--- config.mk ---
export PLATFORM = sky130hd
export DESIGN_NAME = software_supervisor_watchdog
export DESIGN_NICKNAME = d
export VERILOG_FILES = /design/src/include/wdog_pkg.sv /design/src/core/software_supervisor_watchdog.sv /design/src/core/rc_tick_sync.sv
export SDC_FILE = /design/constraint.sdc
export NUM_CORES = 1
export LEC_CHECK = 0
export BUFFER_PORTS_ARGS = -buffer_cell sky130_fd_sc_hd__buf_2
export CAP_MARGIN = 20
export CORE_UTILIZATION = 35
export DETAILED_ROUTE_END_ITERATION = 6
export GPL_TIMING_DRIVEN = 0
export PLACE_DENSITY = 0.59
export REMOVE_ABC_BUFFERS = 1
export SLEW_MARGIN = 20
export SYNTH_ARGS = -nofsm -noshare
export SYNTH_HDL_FRONTEND = slang
export SYNTH_HIERARCHICAL = 1
export SYNTH_SLANG_ARGS = --single-unit
--- constraint.sdc ---
create_clock -name clock -period 2 [get_ports clock]
set_input_delay 0.1 -clock clock [delete_from_list [all_inputs] [get_ports clock]]
set_output_delay 0.1 -clock clock [all_outputs]
set_load 0.005 [all_outputs]
--- src/include/wdog_pkg.sv ---
// shared constants for the software supervisor watchdog
package wdog_pkg;

  // register byte offsets on the wishbone bus
  localparam logic [7:0] CTRL_OFFSET = 8'h00; // supervisor_control_reg
  localparam logic [7:0] STATUS_OFFSET = 8'h04; // sticky event flags, read clears
  localparam logic [7:0] MASK_OFFSET = 8'h08; // interrupt mask, same layout as status
  localparam logic [7:0] COUNT_OFFSET = 8'h0C; // live interval count, read only
  localparam logic [7:0] STATE_OFFSET = 8'h10; // reset countdown state, read only

  // control register field positions
  localparam int CTRL_IRQ_EN_BIT = 0; // lets a timeout set the flag
  localparam int CTRL_RST_EN_BIT = 1; // lets the countdown drive the reset
  localparam int CTRL_PSEL_LSB = 2; // period_select_bit0
  localparam int CTRL_PSEL_MSB = 3; // period_select_bit1
  localparam int CTRL_RESTART_BIT = 4; // write one to restart, reads zero

  // status and mask field positions
  localparam int STAT_TIMEOUT_BIT = 0; // wdog_timeout_irq_flag
  localparam int STAT_WIDTH = 1; // number of event bits

  // reset values
  localparam logic CTRL_IRQ_EN_RESET = 1'b1; // interrupt enabled after reset
  localparam logic CTRL_RST_EN_RESET = 1'b1; // reset output enabled after reset
  localparam logic [1:0] PSEL_RESET = 2'h0; // shortest interval
  localparam logic [STAT_WIDTH-1:0] MASK_RESET = 1'h0; // all events masked

  // interval and countdown timing, in rc oscillator cycles
  localparam int BASE_SHIFT = 12; // divide by two to the twelfth at select 00
  localparam int SHIFT_STEP = 3; // each select step adds three powers of two
  localparam int COUNT_WIDTH = 21; // enough for the longest interval
  localparam int RESET_DELAY = 512; // rc cycles from timeout to reset
  localparam int DELAY_WIDTH = 10; // holds the countdown value

  // synchroniser depth for the rc oscillator pin
  localparam int SYNC_STAGES = 2;

endpackage

--- src/core/software_supervisor_watchdog.sv ---
// Operation
// rc clock through divider taps sets interval
// enabled timeout sets the watchdog interrupt flag
// reset follows timeout unless interrupt serviced first
// default interval is two to twelfth
// reset exactly 512 rc cycles after timeout
// any reset restores default period select
// two period select bits lengthen interval
// early period change clears watchdog count
// software must write control before expiry
// selects give 2^12, 2^15, 2^18, 2^21
// separate enables gate interrupt and reset
`timescale 1ns/100ps
`default_nettype none

module software_supervisor_watchdog #(
  parameter int BASE_SHIFT = wdog_pkg::BASE_SHIFT, // log2 of shortest interval
  parameter int SHIFT_STEP = wdog_pkg::SHIFT_STEP, // log2 step per select value
  parameter int RESET_DELAY = wdog_pkg::RESET_DELAY, // rc cycles to the reset
  parameter int COUNT_WIDTH = wdog_pkg::COUNT_WIDTH // interval counter width
) (
  input wire logic clock, // system clock, 50 MHz
  input wire logic rst, // asynchronous reset, active high
  input wire logic rc_osc_clock, // internal rc oscillator, asynchronous
  input wire logic wb_cyc_i, // wishbone cycle
  input wire logic wb_stb_i, // wishbone strobe
  input wire logic wb_we_i, // wishbone write enable
  input wire logic [7:0] wb_adr_i, // wishbone byte address
  input wire logic [3:0] wb_sel_i, // wishbone byte lanes
  input wire logic [31:0] wb_dat_i, // wishbone write data
  output logic [31:0] wb_dat_o, // wishbone read data
  output logic wb_ack_o, // wishbone acknowledge
  output logic irq, // level interrupt, high while unmasked flag set
  output logic wdog_reset // system reset request, held until rst
);

  // watchdog phases
  typedef enum logic [1:0] {
    WD_COUNTING,
    WD_COUNTDOWN,
    WD_RESETTING
  } wd_state_t;

  localparam int DW = wdog_pkg::DELAY_WIDTH; // countdown counter width

  // countdown terminal value, the last rc tick before the reset
  localparam logic [DW-1:0] DELAY_LAST = DW'(RESET_DELAY - 1);

  // terminal count of the interval for a period select value
  function automatic logic [COUNT_WIDTH-1:0] interval_last(input logic [1:0] psel);
    int shift;
    shift = BASE_SHIFT + SHIFT_STEP * int'(psel);
    return COUNT_WIDTH'((64'd1 << shift) - 64'd1);
  endfunction

  // one if a bus address matches a register offset
  function automatic logic addr_is(input logic [7:0] adr, input logic [7:0] offset);
    return {adr[7:2], 2'b00} == offset;
  endfunction

  // control and state registers
  logic irq_en; // interrupt enable
  logic rst_en; // reset enable
  logic [1:0] period_select_field; // interval select
  logic [wdog_pkg::STAT_WIDTH-1:0] status; // sticky event flags
  logic [wdog_pkg::STAT_WIDTH-1:0] mask; // interrupt mask
  logic [COUNT_WIDTH-1:0] wd_count; // interval counter in rc ticks
  logic [DW-1:0] delay_count; // countdown counter in rc ticks
  wd_state_t state; // current phase
  wd_state_t next_state; // phase for the next cycle

  // tick and bus decode wires
  wire rc_tick; // one pulse per rc oscillator cycle
  wire bus_req; // an access is pending and not yet answered
  wire wr_req; // write access this cycle
  wire rd_req; // read access this cycle
  wire sel_ctrl; // control register addressed
  wire sel_status; // status register addressed
  wire sel_mask; // mask register addressed
  wire sel_count; // count register addressed
  wire sel_state; // state register addressed
  wire lane0_wr; // write touches the low byte
  wire ctrl_wr; // control register write
  wire mask_wr; // mask register write
  wire status_rd; // status read, clears flags
  wire [1:0] wr_psel; // period select carried by a control write
  wire restart_wr; // software service write
  wire psel_change; // period select really changes
  wire early_change; // change made while counting, no countdown running
  wire interval_done; // last tick of the selected interval
  wire timeout_evt; // interval timeout this cycle
  wire delay_done; // last tick of the countdown
  wire serviced; // interrupt condition cleared by software
  wire [wdog_pkg::STAT_WIDTH-1:0] status_set; // events this cycle
  wire [wdog_pkg::STAT_WIDTH-1:0] next_status; // status after set and clear
  wire [31:0] ctrl_view; // control register as read
  wire [31:0] state_view; // state register as read
  logic [31:0] next_rdata; // selected read data

  // rising edges of the rc oscillator become ticks
  rc_tick_sync #(
    .STAGES(wdog_pkg::SYNC_STAGES)
  ) u_rc_tick (
    .clock(clock),
    .rst(rst),
    .rc_osc_clock(rc_osc_clock),
    .rc_tick(rc_tick)
  );

  // wishbone decode; ack comes one cycle after the strobe
  assign bus_req = wb_cyc_i & wb_stb_i & ~wb_ack_o;
  assign wr_req = bus_req & wb_we_i;
  assign rd_req = bus_req & ~wb_we_i;
  assign sel_ctrl = addr_is(wb_adr_i, wdog_pkg::CTRL_OFFSET);
  assign sel_status = addr_is(wb_adr_i, wdog_pkg::STATUS_OFFSET);
  assign sel_mask = addr_is(wb_adr_i, wdog_pkg::MASK_OFFSET);
  assign sel_count = addr_is(wb_adr_i, wdog_pkg::COUNT_OFFSET);
  assign sel_state = addr_is(wb_adr_i, wdog_pkg::STATE_OFFSET);
  assign lane0_wr = wr_req & wb_sel_i[0];
  assign ctrl_wr = lane0_wr & sel_ctrl;
  assign mask_wr = lane0_wr & sel_mask;
  assign status_rd = rd_req & sel_status;

  // fields of a control write
  assign wr_psel = wb_dat_i[wdog_pkg::CTRL_PSEL_MSB:wdog_pkg::CTRL_PSEL_LSB];
  assign restart_wr = ctrl_wr & wb_dat_i[wdog_pkg::CTRL_RESTART_BIT];
  assign psel_change = ctrl_wr & (wr_psel != period_select_field);

  // a period change only restarts the count while no countdown runs
  assign early_change = psel_change & (state == WD_COUNTING);

  // interval end at the selected divider tap
  assign interval_done = rc_tick & (wd_count == interval_last(period_select_field));
  assign timeout_evt = interval_done & (state == WD_COUNTING) & ~early_change & ~restart_wr;

  // countdown end, exactly RESET_DELAY ticks after the timeout
  assign delay_done = rc_tick & (delay_count == DELAY_LAST);

  // service: restart write, or the flag read away while it was set
  assign serviced = restart_wr | (status_rd & status[wdog_pkg::STAT_TIMEOUT_BIT]);

  // the timeout flag only sets while the interrupt is enabled
  assign status_set = {{(wdog_pkg::STAT_WIDTH-1){1'b0}}, timeout_evt & irq_en};

  // a read clears the flags, but an event in the same cycle survives
  assign next_status = (status & ~({wdog_pkg::STAT_WIDTH{status_rd}})) | status_set;

  // read views
  assign ctrl_view = {28'h0000000, period_select_field, rst_en, irq_en};
  assign state_view = {30'h00000000, state == WD_RESETTING, state == WD_COUNTDOWN};

  // read data select; unmapped addresses read as zero
  always_comb
  begin
    next_rdata = 32'h00000000;
    if (sel_ctrl)
    begin
      next_rdata = ctrl_view;
    end
    else if (sel_status)
    begin
      next_rdata = 32'(status);
    end
    else if (sel_mask)
    begin
      next_rdata = 32'(mask);
    end
    else if (sel_count)
    begin
      next_rdata = 32'(wd_count);
    end
    else if (sel_state)
    begin
      next_rdata = state_view;
    end
  end

  // phase sequencing of the watchdog
  always_comb
  begin
    next_state = state;
    case (state)
      WD_COUNTING:
      begin
        // interval expired: start the reset countdown
        if (timeout_evt)
        begin
          next_state = WD_COUNTDOWN;
        end
      end
      WD_COUNTDOWN:
      begin
        // service before the countdown ends cancels the reset
        if (serviced)
        begin
          next_state = WD_COUNTING;
        end
        else if (delay_done & rst_en)
        begin
          next_state = WD_RESETTING;
        end
        else if (delay_done)
        begin
          next_state = WD_COUNTING; // reset disabled, start over
        end
      end
      WD_RESETTING:
      begin
        // held until the system reset brings the block back
        next_state = WD_RESETTING;
      end
      default:
      begin
        next_state = WD_COUNTING;
      end
    endcase
  end

  // bus handshake and read data
  always_ff @(posedge clock or posedge rst)
  begin
    if (rst)
    begin
      wb_ack_o <= 1'b0;
      wb_dat_o <= 32'h00000000;
    end
    else
    begin
      wb_ack_o <= bus_req;
      wb_dat_o <= rd_req ? next_rdata : 32'h00000000;
    end
  end

  // control register; every reset returns the default selection
  always_ff @(posedge clock or posedge rst)
  begin
    if (rst)
    begin
      irq_en <= wdog_pkg::CTRL_IRQ_EN_RESET;
      rst_en <= wdog_pkg::CTRL_RST_EN_RESET;
      period_select_field <= wdog_pkg::PSEL_RESET;
    end
    else if (ctrl_wr)
    begin
      irq_en <= wb_dat_i[wdog_pkg::CTRL_IRQ_EN_BIT];
      rst_en <= wb_dat_i[wdog_pkg::CTRL_RST_EN_BIT];
      period_select_field <= wr_psel;
    end
  end

  // mask register
  always_ff @(posedge clock or posedge rst)
  begin
    if (rst)
    begin
      mask <= wdog_pkg::MASK_RESET;
    end
    else if (mask_wr)
    begin
      mask <= wb_dat_i[wdog_pkg::STAT_WIDTH-1:0];
    end
  end

  // sticky status flags
  always_ff @(posedge clock or posedge rst)
  begin
    if (rst)
    begin
      status <= '0;
    end
    else
    begin
      status <= next_status;
    end
  end

  // interval counter: cleared by a restart write, early change and timeout
  always_ff @(posedge clock or posedge rst)
  begin
    if (rst)
    begin
      wd_count <= '0;
    end
    else if (restart_wr | early_change | timeout_evt)
    begin
      wd_count <= '0;
    end
    else if (rc_tick & (state == WD_COUNTING))
    begin
      wd_count <= wd_count + COUNT_WIDTH'(1);
    end
  end

  // reset countdown counter, runs only between timeout and reset
  always_ff @(posedge clock or posedge rst)
  begin
    if (rst)
    begin
      delay_count <= '0;
    end
    else if (state != WD_COUNTDOWN)
    begin
      delay_count <= '0;
    end
    else if (rc_tick)
    begin
      delay_count <= delay_count + DW'(1);
    end
  end

  // phase register
  always_ff @(posedge clock or posedge rst)
  begin
    if (rst)
    begin
      state <= WD_COUNTING;
    end
    else
    begin
      state <= next_state;
    end
  end

  // interrupt and reset outputs, both straight from flops
  always_ff @(posedge clock or posedge rst)
  begin
    if (rst)
    begin
      irq <= 1'b0;
      wdog_reset <= 1'b0;
    end
    else
    begin
      irq <= |(next_status & mask);
      wdog_reset <= (next_state == WD_RESETTING);
    end
  end

endmodule

`default_nettype wire

--- src/core/rc_tick_sync.sv ---
`timescale 1ns/100ps
`default_nettype none

// brings the free running rc oscillator into the system clock domain and
// turns each rising edge of it into a one cycle tick
module rc_tick_sync #(
  parameter int STAGES = wdog_pkg::SYNC_STAGES
) (
  input wire logic clock, // system clock
  input wire logic rst, // asynchronous reset, active high
  input wire logic rc_osc_clock, // rc oscillator pin, asynchronous
  output logic rc_tick // one cycle pulse per rc rising edge
);

  logic [STAGES-1:0] sync_chain; // synchroniser, bit 0 is the first stage
  logic rc_seen; // last synchronised level, for edge detection
  wire rc_level; // synchronised level

  assign rc_level = sync_chain[STAGES-1];

  // only the later stages are read by logic, never the first flop
  always_ff @(posedge clock or posedge rst)
  begin
    if (rst)
    begin
      sync_chain <= '0;
      rc_seen <= 1'b0;
      rc_tick <= 1'b0;
    end
    else
    begin
      sync_chain <= {sync_chain[STAGES-2:0], rc_osc_clock};
      rc_seen <= rc_level;
      rc_tick <= rc_level & ~rc_seen;
    end
  end

endmodule

`default_nettype wire

# Word level (Yosys, flattened, before mapping)
# Index checks and enable logic that the tools add are counted.
[word_totals] reg_bits=78 elab_cells=84
[classes] addsub=4 mul=1 eq_ne=11 shift=1 n_mux=15 n_bitwise=33 n_reduce_logical=4
[ops] operator="$mux W21" count=5
[ops] operator="$mux W32" count=2
[ops] operator="$and A1 B1 Y1" count=23
[ops] operator="$add A21 B1 Y21 const B" count=1
[ops] operator="$eq A21 B21 Y1" count=1
[ops] operator="$shl A1 B5 Y21 const A" count=1
[ops] operator="$sub A21 B1 Y21 const B" count=1
[ops] operator="$mux W10" count=2
[ops] operator="$eq A6 B2 Y1 const B" count=2
[ops] operator="$add A10 B1 Y10 const B" count=1
[ops] operator="$eq A10 B9 Y1 const B" count=1
[ops] operator="$mux W2" count=5
[ops] operator="$eq A6 B1 Y1 const B" count=1
[ops] operator="$eq A6 B3 Y1 const B" count=1
[ops] operator="$logic_not A6 Y1" count=1
[ops] operator="$not A1 Y1" count=6
[ops] operator="$pmux W2 S3" count=1
[ops] operator="$add A4 B4 Y5 const A" count=1
[ops] operator="$eq A2 B2 Y1 const B" count=2
[ops] operator="$mul A2 B2 Y4 const A" count=1
[ops] operator="$or A1 B1 Y1" count=4
[ops] operator="$reduce_bool A2 Y1" count=2
[ops] operator="$eq A2 B1 Y1 const B" count=1
[ops] operator="$logic_not A2 Y1" count=1
[ops] operator="2 further kinds" count=2

# Longest topological paths before layout
[logic_depth] word_depth=13 mapped_depth=7 depth_no_buf=6

# By module
# The synthesis kept the hierarchy.
[by_module_without_submodules] mod="software_supervisor_watchdog" instances=1 cells_each=313 area_per_inst_um2=3103.0 seq_area_each_um2=1579.0
[by_module_without_submodules] mod="rc_tick_sync" instances=1 cells_each=6 area_per_inst_um2=117.6 seq_area_each_um2=100.1

# Least setup slack after synthesis
# Ideal clock, no wire load.
[synth_timing] kind="register to register" start="register wd_count[7]" end="register wd_count[6]" setup_ns=0.119 arrival_time_ns=1.736 path_slack_ns=0.145 path_stages_with_launch=7 path_buffers=2 period_less_slack_ns=1.855 cell_sequence="dfrtp_1 -> nand4_1 -> or4_1 -> clkbuf_1 -> o31ai_4 -> buf_6 -> nor2_1"
[synth_between] elab_chain_cells=7 word_cells_on_any_way=8
[synth_lines] item="from (decl)" line="software_supervisor_watchdog.sv:67" text="logic [COUNT_WIDTH-1:0] wd_count;"
[synth_lines] item="from (signal assigned)" line="software_supervisor_watchdog.sv:290" text="wd_count <= wd_count + COUNT_WIDTH'(1);"
[synth_lines] item="$eq A21 B21 Y1 *" line="software_supervisor_watchdog.sv:133" text="assign interval_done = rc_tick & (wd_count == interval_last(period_select_field));"
[synth_lines] item="$and A1 B1 Y1 *" line="software_supervisor_watchdog.sv:133"
[synth_lines] item="$and A1 B1 Y1 * (3 in a row)" line="software_supervisor_watchdog.sv:134" text="assign timeout_evt = interval_done & (state == WD_COUNTING) & ~early_change & ~restart_wr;"
[synth_lines] item="$or A1 B1 Y1 *" line="software_supervisor_watchdog.sv:284" text="else if (restart_wr | early_change | timeout_evt)"
[synth_lines] item="$mux W21 or $reduce_bool A2 Y1 (tied branches)"
# Every way passes the cells marked *; elsewhere a longest branch is shown, timed or not.
# A chain may end at the register's enable or synchronous reset.

# Final worst setup path
[layout_timing] start="register wd_count[16]" end="register status"
[layout_between] elab_chain_cells=7
[layout_lines] item="$eq A21 B21 Y1" line="software_supervisor_watchdog.sv:133"
[layout_lines] item="$and A1 B1 Y1" line="software_supervisor_watchdog.sv:133"
[layout_lines] item="$and A1 B1 Y1 (3 in a row)" line="software_supervisor_watchdog.sv:134"
[layout_lines] item="$and A1 B1 Y1" line="software_supervisor_watchdog.sv:143" text="assign status_set = {{(wdog_pkg::STAT_WIDTH-1){1'b0}}, timeout_evt & irq_en};"
[layout_lines] item="$or A1 B1 Y1" line="software_supervisor_watchdog.sv:146" text="assign next_status = (status & ~({wdog_pkg::STAT_WIDTH{status_rd}})) | status_set;"
[layout_lines] item="named net next_status" line="software_supervisor_watchdog.sv:95" text="wire [wdog_pkg::STAT_WIDTH-1:0] next_status;"
[layout_lines] item="to (signal assigned)" line="software_supervisor_watchdog.sv:273" text="status <= next_status;"
[layout_lines] item="to (decl)" line="software_supervisor_watchdog.sv:65" text="logic [wdog_pkg::STAT_WIDTH-1:0] status;"
# The timed path passes the listed nets, and every way through them passes these cells.

==> metrics.md <==
| Metric | Value |
|---|---|
| Leakage | `1.76 nW` |
| N_diodes | `0` |
| Clk buf depth | `2` |
| GPL Wtd Cong | `0.870` |
| EDFF count, synth | `0` |
| Crit path max fanout | `8` |
| Dpl cell area | `0.00348 mm²` |
| Worst Tran Pin Value | `0.722 ns` |
| Share of the synthesized area in the top cell type | `50.5%` |
| # nets final | `417` |
| DP Cell Count | `454` |
| Max Freq | `533 MHz` |
| Sequential fraction of the synthesis area | `52.1%` |
| PortBufs | `41` |
| Comb pwr share | `7.7%` |
| Full die area | `0.00959 mm²` |
| Async set-reset flop share out of synthesis | `100%` |
| Worst setup path class | `reg -> reg` |
| Min cycle time layout | `1.88 ns` |
| Flop2flop setup slack | `0.12 ns` |
| 1st-iter DRT viols | `101` |
| Cell Pwr Density | `718 mW/mm²` |
| Hold_sp | `wb_dat_i[1]` |
| Register clock-pin slew on the reported worst setup and hold paths | `0.07 ns` |
| CTS H-Tree Depth | `3` |
| Hold Violations, Final | `0` |
| Most common cell after layout, fill and taps aside | `dfrtp_1` |
| Final setup TNS | `0 ns` |
| Cts bufs inserted | `9` |
| Status | `finished, violations left` |
| Clk root buf | `clkbuf_8` |
| Leading area contributor after synthesis | `dfrtp_1` |
| Max Slew Vio Count | `0` |
| Critical R2R Launch | `wd_count[16]$_DFFE_PP0P_` |
| Vias/cell | `4.96` |
| Largest net degree at the start of global routing | `45` |
| Failing checks | `DRC` |
| Die Height | `97.9 µm` |
| Vias | `2368` |
| Post-route insts no fill | `477` |
| Crit path capture type | `flop` |
| Synth Area per Inst | `10.1 µm²` |
| Final worst-path cycle share | `93.9%` |
| # Max-Cap Violations | `0` |
| Clock Latency Late Sink | `0.34 ns` |
| Switching part of the total power | `25.1%` |
| Core area | `0.00881 mm²` |
| R2R Path End | `status$_DFF_PP0_` |
| Fin util | `42.7%` |
| Sink Count | `67` |
| ANT nets after route | `0` |
| Die Wd | `97.9 µm` |
| Seq pwr share | `55.1%` |
| Core Rows | `34` |
| Area Growth Syn to Fin | `16.8%` |
| CTS tree | `built` |
| Setup Viol. Count Final | `0` |
| Worst EP arrival | `2.10 ns` |
| Share of cells above drive strength 1 | `22.5%` |
| Prevailing post-synth register cell | `dfrtp_1` |
| Startpoint Class | `flop` |
| Main area contributors after synthesis | `dfrtp_1 (51%), nor2_1 (5.2%), xnor2_1 (4.9%)` |
| First-pass GRT wire length | `10.9 mm` |
| Worst hold path type | `in -> reg` |
| Fin Clk Skew | `0.0101 ns` |
| Vias in the first global route | `2281` |
| Clk pwr share | `37.2%` |
| Hold Path Sink | `rst_en$_DFFE_PP1N_` |
| Avg WL per Cell | `13.5 µm` |
| Peak VDD IR | `360 µV` |
| Most frequent cells in the layout | `dfrtp_1 (63), nor2_1 (44), buf_2 (41)` |
| DRC viols | `2` |
| Dpl hpwl | `4.49 mm` |
| Relative slew margins | `51.4%` |
| IO Count | `85` |
| Grt ovf | `0` |
| Int Power | `2.02 mW` |
| Reg2reg path depth | `6` |
| Synth unique cells | `55` |
| Synth Cell Area | `0.00322 mm²` |
| GR Util All Layers | `14.5%` |
| Final WL | `6.46 mm` |
| Synth Warn # | `6` |
| Synth Instances | `319` |
| #FFs+latches synth | `67` |
| Net switching power | `0.677 mW` |
| Required @ worst endpoint | `2.22 ns` |
| Initial antenna violation count | `0` |
| Initial core utilization | `36.6%` |
| Drt pass-1 iters | `7` |
| Worst Hold Depth | `2` |
| Final instance area | `0.00376 mm²` |
-- cell type report --
cell class / count / area, µm²
Clock inverter: 2 / 10.0
Sequential cell: 67 / 1680
Tap cell: 108 / 135
Inverter: 9 / 36.3
Fill cell: 867 / 5040
Timing Repair Buffer: 49 / 303
Clock buffer: 14 / 163
Multi-Input combinational cell: 228 / 1430
-- worst max-delay path, cell delays in order (launching register included) --
cell and delay (ns):
dfrtp_1 0.46, nand2_1 0.15, o21ai_0 0.09, o2111ai_1 0.54, nor3_2 0.10, buf_4 0.18
a31o_2 0.24
-- registers in the layout, indices dropped and copies added, names as in the netlist --
signal / cells
status: 1
wd_count: 21
wb_dat_o: 21
state: 2
u_rc_tick/rc_seen: 1
rst_en: 1
wb_ack_o: 1
wdog_reset: 1
mask: 1
irq: 1
delay_count: 10
u_rc_tick/sync_chain: 2
period_select_field: 2
irq_en: 1
u_rc_tick/rc_tick: 1
-- synthesized netlist by cell type (4+ instances only) --
cell type,n
inv_1,9
clkbuf_1,12
xnor2_1,18
nand2_1,25
nand3_1,14
mux2_2,4
nor3_1,12
buf_4,11
nor2_1,45
nor4_1,4
a21oi_1,10
dfrtp_1,65
nand4_1,7
and2_1,16
xor2_1,8
o21ai_0,5
-- worst max path at each step --
| stage | startpoint | endpoint | slack, ns | cells after the start |
|---|---|---|---|---|
| 5_1_grt | wd_count[16]$_DFFE_PP0P_ | status$_DFF_PP0_ | -0.001 | 6 |
| 2_1_floorplan | wd_count[7]$_DFFE_PP0P_ | wd_count[0]$_DFFE_PP0P_ | 0.13 | 4 |
| 3_5_place_dp | u_rc_tick/rc_tick$_DFF_PP0_ | wd_count[5]$_DFFE_PP0P_ | -0.31 | 4 |
| 6_report | wd_count[16]$_DFFE_PP0P_ | status$_DFF_PP0_ | 0.12 | 6 |
| 4_1_cts | u_rc_tick/rc_tick$_DFF_PP0_ | wd_count[17]$_DFFE_PP0P_ | 0.04 | 5 |
| 3_3_place_gp | rst | wb_dat_o[15]$_DFF_PP0_ | -0.51 | 2 |
-- through the flow --
step                hold WS (ns)  setup WS [ns]  power, mW
finish                    0.0180          0.122       2.70
CTS                      0.00210         0.0359       2.74
global route             0.00553       -0.00122       2.84
floorplan                 -0.134          0.130       1.64
global placement        -0.00233         -0.513       1.70
detailed placement        0.0265         -0.315       1.72
-- power by group through the flow --
stage	Clock, mW	Sequential [mW]	Combinational, mW
after floorplan	0	1.49	0.142
after global placement	0	1.51	0.191
after detailed placement	0	1.51	0.205
after CTS	1.05	1.49	0.210
after global routing	1.09	1.50	0.246
final	1.01	1.49	0.208
-- routing by layer --
metal | vias up | GRT usage, % | part of all wire, %
met2 | 50 | 22.9 | 48
met5 | - | 0 | 0
met4 | 0 | 6.64 | 2.1
met1 | 1148 | 18.9 | 46
li1 | 1158 | - | -
met3 | 12 | 3.51 | 3.7
-- what timing repair did --
item / in CTS / in global routing
hold endpoints to repair: 24 / 0
buffers inserted: 1 / 4
setup endpoints to repair: 37 / 38
hold buffers: 2 / 0
pin swaps: 1 / 1
gates resized for setup: 3 / 4
-- cells by family after synthesis --
group | Yosys count | synth area share (%)
AOI/OAI and AO/OA | 38 | 8.94
xor gates and xnor gates | 26 | 7.07
adders and majority gates | 3 | 1.17
buffers and inverters | 34 | 5.52
DFF | 67 | 52.1
muxes | 6 | 2.02
other | 1 | 0.116
and+or+nand+nor | 144 | 23.0
Note: power is estimated with default switching activity, not from simulation.
